[src/shared/fsk_modem_pkg.sv]
/*
 * Constants for the FSK loop modem: clock rate, tone and symbol timing,
 * phase accumulator and sample widths.
 * Assumes a single 100 MHz core clock; converters sit outside the block.
 */
package fsk_modem_pkg;
	localparam int unsigned CLK_HZ        = 100_000_000;
	localparam int unsigned SYMBOL_US     = 833;
	localparam int unsigned SYMBOL_CYCLES = (SYMBOL_US * (CLK_HZ / 1_000_000));
	localparam int unsigned MARK_HZ       = 1200;
	localparam int unsigned SPACE_HZ      = 2200;
	localparam int unsigned PHASE_W       = 32;
	localparam int unsigned SAMPLE_W      = 12;
	localparam int unsigned LUT_AW        = 6;
	// Phase step per clock: f * 2^32 / CLK_HZ
	localparam logic [PHASE_W-1:0] MARK_STEP  = PHASE_W'((64'(MARK_HZ) << 32) / 64'(CLK_HZ));
	localparam logic [PHASE_W-1:0] SPACE_STEP = PHASE_W'((64'(SPACE_HZ) << 32) / 64'(CLK_HZ));
	// Receive sample pace: 9600 samples/s, eight per symbol
	localparam int unsigned RX_SAMPLE_HZ  = 9600;
	localparam int unsigned RX_DIV        = CLK_HZ / RX_SAMPLE_HZ;
	localparam int unsigned RX_DIV_W      = 14;
	localparam logic [SAMPLE_W-1:0] MID_CODE = 12'h800;
	localparam logic [1:0] SYNC_ONES   = 2'h3;
	localparam logic [1:0] SYNC_ZEROS  = 2'h0;
	typedef enum logic [0:0] {MODE_TX, MODE_RX} mode_e;
endpackage

[src/core/fsk_loop_modem.sv]
/*
 * Half-duplex FSK modem core: phase-continuous sine modulator toward a DAC
 * and a filtering demodulator fed by ADC samples.
 * Assumes the host drives tx_req_n_in and tx_data_in asynchronously and the
 * ADC presents tone_in as offset-binary codes on the core clock.
 */
// How it works
// [RULE1] Symbol slot is 833 us, one bit each, 1.2 kbps both ways
// [RULE2] Modulator runs only while transmit request is low
// [RULE3] Tone is 1200 Hz or 2200 Hz chosen by transmit data level
// [RULE4] Tone switch keeps the phase accumulator running: no phase jump
// [RULE5] Host sends start, eight data, parity, stop characters
// [RULE6] Receive mode demodulates samples onto the receive data output
// [RULE7] Remote sends 11-bit characters so the demodulator works
// [RULE8] Recovered data leaves at nominal 1200 bit/s
// [RULE9] Receive reference and circuitry are off while modulating
// [RULE10] Receive state machine filters samples before demodulation
// [RULE11] One maps to mark 1.2 kHz, zero to space 2.2 kHz
// [RULE12] Request high selects demodulator in place of modulator
// [RULE13] Receive data idles high while modulating
module fsk_loop_modem
	import fsk_modem_pkg::*;
#(
	parameter int unsigned SAMPLE_WIDTH = fsk_modem_pkg::SAMPLE_W
) (
	input  wire logic                            ref_clk_in,
	input  wire logic                            rst_n_in,
	input  wire logic                            tx_req_n_in,
	input  wire logic                            tx_data_in,
	input  wire logic [SAMPLE_WIDTH-1:0]         tone_in,
	output logic      [SAMPLE_WIDTH-1:0]         tone_out,
	output logic                                 rx_data_out,
	output logic                                 rx_ref_en_out,
	output logic                                 tx_active_out
);
	import fsk_modem_pkg::*;

	// Pin synchronisers: three stages, change taken when last two agree.
	// A one-cycle glitch on a pin never reaches the adopted level.
	// Pin synchronisers: three stages, change taken when last two agree
	logic [2:0] req_sync_r, dat_sync_r;
	logic       req_n_r, dat_r;
	always_ff @(posedge ref_clk_in) begin
		if (!rst_n_in) begin
			req_sync_r <= 3'h7;
			dat_sync_r <= 3'h7;
		end else begin
			req_sync_r <= {req_sync_r[1:0], tx_req_n_in};
			dat_sync_r <= {dat_sync_r[1:0], tx_data_in};
		end
	end
	wire req_agree = (req_sync_r[2:1] == SYNC_ONES) || (req_sync_r[2:1] == SYNC_ZEROS);
	wire dat_agree = (dat_sync_r[2:1] == SYNC_ONES) || (dat_sync_r[2:1] == SYNC_ZEROS);
	always_ff @(posedge ref_clk_in) begin
		if (!rst_n_in) begin
			req_n_r <= 1'b1;
			dat_r   <= 1'b1;
		end else begin
			if (req_agree)
				req_n_r <= req_sync_r[2];
			if (dat_agree)
				dat_r <= dat_sync_r[2];
		end
	end

	mode_e mode;
	assign mode = req_n_r ? MODE_RX : MODE_TX; // [RULE12]
	wire tx_on = (mode == MODE_TX); // [RULE2]

	// Modulator: accumulator never reset on tone change
	logic [PHASE_W-1:0] phase_r, phase_nxt;
	wire  [PHASE_W-1:0] step = dat_r ? MARK_STEP : SPACE_STEP; // [RULE3] [RULE11]
	assign phase_nxt = tx_on ? phase_r + step : phase_r; // [RULE4]
	always_ff @(posedge ref_clk_in) begin
		if (!rst_n_in)
			phase_r <= '0;
		else
			phase_r <= phase_nxt;
	end

	// Quarter-wave table: 17 points from zero to crest, amplitude 2047 about mid code.
	// The other quarters mirror the index and the sign, so neighbouring
	// accumulator steps never differ by more than one table step.
	function automatic logic [11:0] quarter_sine(input logic [4:0] k);
		logic [11:0] v;
		v = 12'h000;
		unique case (k)
			5'h00: v = 12'h000;
			5'h01: v = 12'h0c9;
			5'h02: v = 12'h18f;
			5'h03: v = 12'h253;
			5'h04: v = 12'h310;
			5'h05: v = 12'h3c5;
			5'h06: v = 12'h472;
			5'h07: v = 12'h513;
			5'h08: v = 12'h5a8;
			5'h09: v = 12'h62f;
			5'h0a: v = 12'h6a7;
			5'h0b: v = 12'h70e;
			5'h0c: v = 12'h764;
			5'h0d: v = 12'h7a8;
			5'h0e: v = 12'h7d9;
			5'h0f: v = 12'h7f6;
			5'h10: v = 12'h7ff;
			default: v = 12'h7ff;
		endcase
		return v;
	endfunction
	function automatic logic [11:0] sine_lut(input logic [LUT_AW-1:0] idx);
		logic [4:0]  k;
		logic [11:0] v;
		k = idx[4] ? (5'h10 - {1'b0, idx[3:0]}) : {1'b0, idx[3:0]};
		v = quarter_sine(k);
		return idx[5] ? (12'h800 - v) : (12'h800 + v);
	endfunction

	wire [11:0] sine_now = sine_lut(phase_r[PHASE_W-1 -: LUT_AW]);
	always_ff @(posedge ref_clk_in) begin
		if (!rst_n_in)
			tone_out <= SAMPLE_WIDTH'(MID_CODE);
		else if (tx_on)
			tone_out <= SAMPLE_WIDTH'(sine_now);
		else
			tone_out <= SAMPLE_WIDTH'(MID_CODE);
	end
	assign tx_active_out = tx_on;

	// Receive side held off while modulating
	wire rx_on = (mode == MODE_RX); // [RULE9]
	assign rx_ref_en_out = rx_on; // [RULE9]

	// Receive sampler: sample, high-pass by mean removal, then
	// delay-and-multiply discriminator over a half mark period
	localparam int unsigned DLY = 4;
	logic [RX_DIV_W-1:0]       div_r;
	logic signed [SAMPLE_WIDTH:0] hp_r;
	logic signed [SAMPLE_WIDTH+7:0] mean_r;
	logic signed [SAMPLE_WIDTH:0] dly_r [DLY];
	logic signed [2*SAMPLE_WIDTH+5:0] lp_r;
	logic rx_bit_r;
	// Eight sample ticks span one 833 us symbol
	wire  tick = (div_r == RX_DIV_W'(RX_DIV - 1)); // [RULE1]
	wire signed [SAMPLE_WIDTH:0] s_in = $signed({1'b0, tone_in}) - $signed({1'b0, MID_CODE});
	wire signed [SAMPLE_WIDTH:0] s_hp = s_in - (SAMPLE_WIDTH+1)'(mean_r >>> 6);
	wire signed [2*SAMPLE_WIDTH+1:0] prod = s_hp * dly_r[DLY-1];
	always_ff @(posedge ref_clk_in) begin
		if (!rst_n_in || !rx_on) begin // [RULE9]
			div_r    <= '0;
			mean_r   <= '0;
			lp_r     <= '0;
			hp_r     <= '0;
			rx_bit_r <= 1'b1;
			for (int i = 0; i < DLY; i++)
				dly_r[i] <= '0;
		end else begin
			div_r <= tick ? '0 : div_r + 1'b1;
			if (tick) begin // [RULE10]
				mean_r <= mean_r + (SAMPLE_WIDTH+8)'(s_in) - (mean_r >>> 6);
				hp_r   <= s_hp;
				dly_r[0] <= s_hp;
				for (int i = 1; i < DLY; i++)
					dly_r[i] <= dly_r[i-1];
				lp_r <= lp_r + (2*SAMPLE_WIDTH+6)'(prod) - (lp_r >>> 2);
				// Mark gives negative correlation at this lag, space positive;
				// a quiet line reads as mark so the host sees no false start bit
				rx_bit_r <= !(lp_r > 0); // [RULE6] [RULE11] [RULE8]
			end
		end
	end
	assign rx_data_out = rx_on ? rx_bit_r : 1'b1; // [RULE13]
endmodule

[config.mk]
export PLATFORM = sky130hd
export DESIGN_NAME = fsk_loop_modem
export DESIGN_NICKNAME = d
export VERILOG_FILES = /design/src/shared/fsk_modem_pkg.sv /design/src/core/fsk_loop_modem.sv
export SDC_FILE = /design/constraint.sdc
export NUM_CORES = 1
export LEC_CHECK = 0
export BUFFER_PORTS_ARGS = -buffer_cell sky130_fd_sc_hd__buf_2
export CORE_MARGIN = 8
export CORE_UTILIZATION = 40
export CTS_CLUSTER_DIAMETER = 80
export DETAILED_ROUTE_END_ITERATION = 7
export GPL_ROUTABILITY_DRIVEN = 0
export HOLD_SLACK_MARGIN = 0.06
export PLACE_DENSITY = 0.51
export SLEW_MARGIN = 40
export SYNTH_ARGS = -nofsm -noshare
export SYNTH_HDL_FRONTEND = slang
export SYNTH_SLANG_ARGS = --single-unit
[constraint.sdc]
create_clock -name ref_clk_in -period 11.18 [get_ports ref_clk_in]
set_clock_uncertainty 0.05 [all_clocks]
set_input_delay 1.677 -clock ref_clk_in [delete_from_list [all_inputs] [get_ports ref_clk_in]]
set_output_delay 1.677 -clock ref_clk_in [all_outputs]
set_load 0.005 [all_outputs]
==> results.yml <==
critical_path:
  critical_path.max_fanout: 24
  cp.required_ns: 11.47
  worst_path_most_repeated_cell: "fa_1"
  path_class: "in2reg"
  crit_path_end_kind: "register"
  setup.worst_path.start_class: "input port"
  slowest_delay_ns: 0.54
  crit_slowest_cell: "fa_1"
  worstPathArrival_ns: 10.51
cts:
  cts_tree: "done"
  cts_resized: 0
  htree_num_levels: 4
  clk_latency_ns: 0.49
  cts_num_sinks: 169
  cts.reportedPaths.clkPinSlew_ns: 0.08
  cts-root-buf: "clkbuf_16"
  cts_hold_buffers: 0
  clockBufferDepth: 2
  cts_buffers: 17
  cts_setup_buffers: 0
global_route:
  grt_pass1_wl_microns: 73800
  antenna_found_initial: 1
  grt_max_degree: 56
  grt_pass1_vias: 13900
  grt.overflow.total: 0
  track_usage_pct: 17.5
yosys:
  synth_cells: 2032
  synth_ff_type: "dfxtp_1"
  synth_compound_area_share_pct: 7.85
  ys_types: 67
  yosys.area_share.simple_pct: 16.6
  synth_edf_count: 52
  yosys-mux-area-fraction_pct: 0.417
  ys_seq_elements: 169
  synth-async-reset-ratio_pct: 0
  ys_warn_count: 0
  syn-cell-area_sq_um: 18600
  syn_avg_cell_area_sq_um: 9.15
  seq_area_frac_synth_pct: 21.0
  yosys.area_share.adder_pct: 39.0
  synth_xor_area_share_pct: 5.28
  synth_top_family_by_area: "adder cells"
  synth_nets: 2461
run_status:
  outcome: "finished, final reports clean"
floorplan:
  core_sq_um: 46300
  dieArea_sq_um: 53600
  ios: 31
  rows: 79
  dieHeight_microns: 232
  dieWidth_microns: 232
  initial_utilization_pct: 40.2
placement:
  post-place-ws_ns: 0.346
  hpwl_microns: 33400
  port_buffers: 30
final_layout:
  nets: 2462
  mostFrequentLayoutCell: "inv_1"
  final_cell_mix: "411 x inv_1, 277 x fa_1, 205 x nand2_1"
  drive_gt1_share_pct: 5.33
  area_growth_pct: 7.80
  antennaDiodeCount: 0
sta:
  slew_headroom_pct: 46.4
  timing_hold_violations_final: 0
  rsz0062_at_grt: "no"
  setup_viol: 0
  max_clock_freq_mhz: 97.9
  fin_ws_ns: 0.967
  period_minus_slack_ns: 10.21
  period_share_pct: 91.3
  tightest_slew_ns: 0.803
  finalMaxSlewViolations: 0
  fin_tns_setup_ns: 0
routing:
  antenna_left: 0
  vias: 13200
  first_pass_iters: 5
  wl_per_cell_microns: 16.5
  drtIter0Drc: 653
  wirelength_microns: 43800
  viasPerCell: 4.98
  drc: 0
power:
  p_leak_nw: 9.36
  pwr_density_cell_nw_per_um2: 269
  power_w: 0.00539
  peakVddDrop_mv: 0.309
worst_hold_path:
  hold_class: "reg2reg"
flow_run:
  maxCapViolCount: 0
-- logic make-up (layout without fill, tap and decap cells) --
logic type | after synthesis | count (layout)
compound gates | 233 | 233
xor+xnor | 110 | 110
fa+ha+maj | 413 | 413
buf+inv | 482 | 496
flops | 169 | 169
mux | 6 | 6
simple gates | 619 | 619
-- report_power, final --
group / switching (W) / internal [W] / leakage (nW)
sequential: 0.0000119 / 0.000639 / 1.48
combinational: 0.00237 / 0.00173 / 7.58
clock: 0.000309 / 0.000320 / 0.300
total: 0.00269 / 0.00269 / 9.36
-- Yosys cell counts, drive strengths merged (6+ instances only) --
| library cell | count | share of area, % |
|---|---|---|
| inv | 412 | 8.3 |
| fa | 278 | 30 |
| nand2 | 207 | 4.2 |
| ha | 135 | 9.1 |
| dfxtp | 117 | 13 |
| and2 | 103 | 3.5 |
| nor2 | 95 | 1.9 |
| a21oi | 91 | 2.4 |
| xnor2 | 81 | 3.8 |
| clkbuf | 64 | 1.3 |
| and3 | 52 | 1.7 |
| edfxtp | 52 | 8.4 |
| o21ai | 49 | 1.3 |
| nand3 | 42 | 1.1 |
| nor2b | 31 | 1.0 |
| xor2 | 29 | 1.5 |
| nand2b | 23 | 0.77 |
| nor3 | 20 | 0.54 |
| nor4 | 14 | 0.55 |
| a211oi | 12 | 0.48 |
| a21o | 12 | 0.48 |
| nand4 | 11 | 0.40 |
| a21boi | 10 | 0.40 |
| a211o | 8 | 0.38 |
| or3 | 8 | 0.27 |
| buf | 6 | 0.24 |
-- area by class of cell --
cell class	instances	area, sq um
Clock inverter	15	178
Multi-Input combinational cell	1381	12900
Fill cell	4587	26200
Clock buffer	17	425
Inverter	412	1550
Tap cell	607	759
Timing Repair Buffer	52	315
Sequential cell	169	3900
-- flip-flops by register name (all words and copies together) (netlist names) --
| signal | cells |
|---|---|
| rx_bit_r | 1 |
| req_n_r | 1 |
| req_sync_r | 3 |
| div_r | 14 |
| dat_sync_r | 3 |
| tone_out | 12 |
| dat_r | 1 |
| dly_r | 52 |
| mean_r | 20 |
| phase_r | 32 |
| lp_r | 30 |
-- worst paths after layout --
| kind | start | endpoint | slack (ns) | cells after the start |
|---|---|---|---|---|
| min | dat_sync_r[0] | dat_sync_r[1] | 0.37 | 1 |
| min reg2reg | dat_sync_r[0] | dat_sync_r[1] | 0.37 | 1 |
| max | tone_in[0] | lp_r[29] | 0.97 | 34 |
| max reg2reg | mean_r[6] | lp_r[29] | 1.88 | 32 |
-- worst max-delay path: cells and delay by family --
| family | cells | cell delay (ns) |
|---|---|---|
| AND/OR/NAND/NOR | 2 | 0.39 |
| adder cells (fa/ha/maj) | 9 | 4.06 |
| AO/OA/AOI/OAI | 14 | 3.31 |
| XOR/XNOR | 2 | 0.48 |
| buffers and inverters | 7 | 0.55 |
-- routing by layer --
layer	vias up	wire length [microns]	track usage [%]
li1	6369	-	-
met1	6602	20600	23.7
met2	206	21000	28.7
met3	46	1460	2.74
met4	0	785	5.04
met5	-	0	0
-- stage by stage --
step	instances	util, %	cell area [sq um]	hold slack (ns)
floorplan	2032	-	18600	0.336
global placement	2621	42.0	19400	0.348
detailed placement	2621	42.0	19400	0.351
CTS	2653	43.3	20000	0.372
global route	2653	43.3	20000	0.391
finish	2653	43.3	20000	0.367
Note: power is estimated with default switching activity, not from simulation.
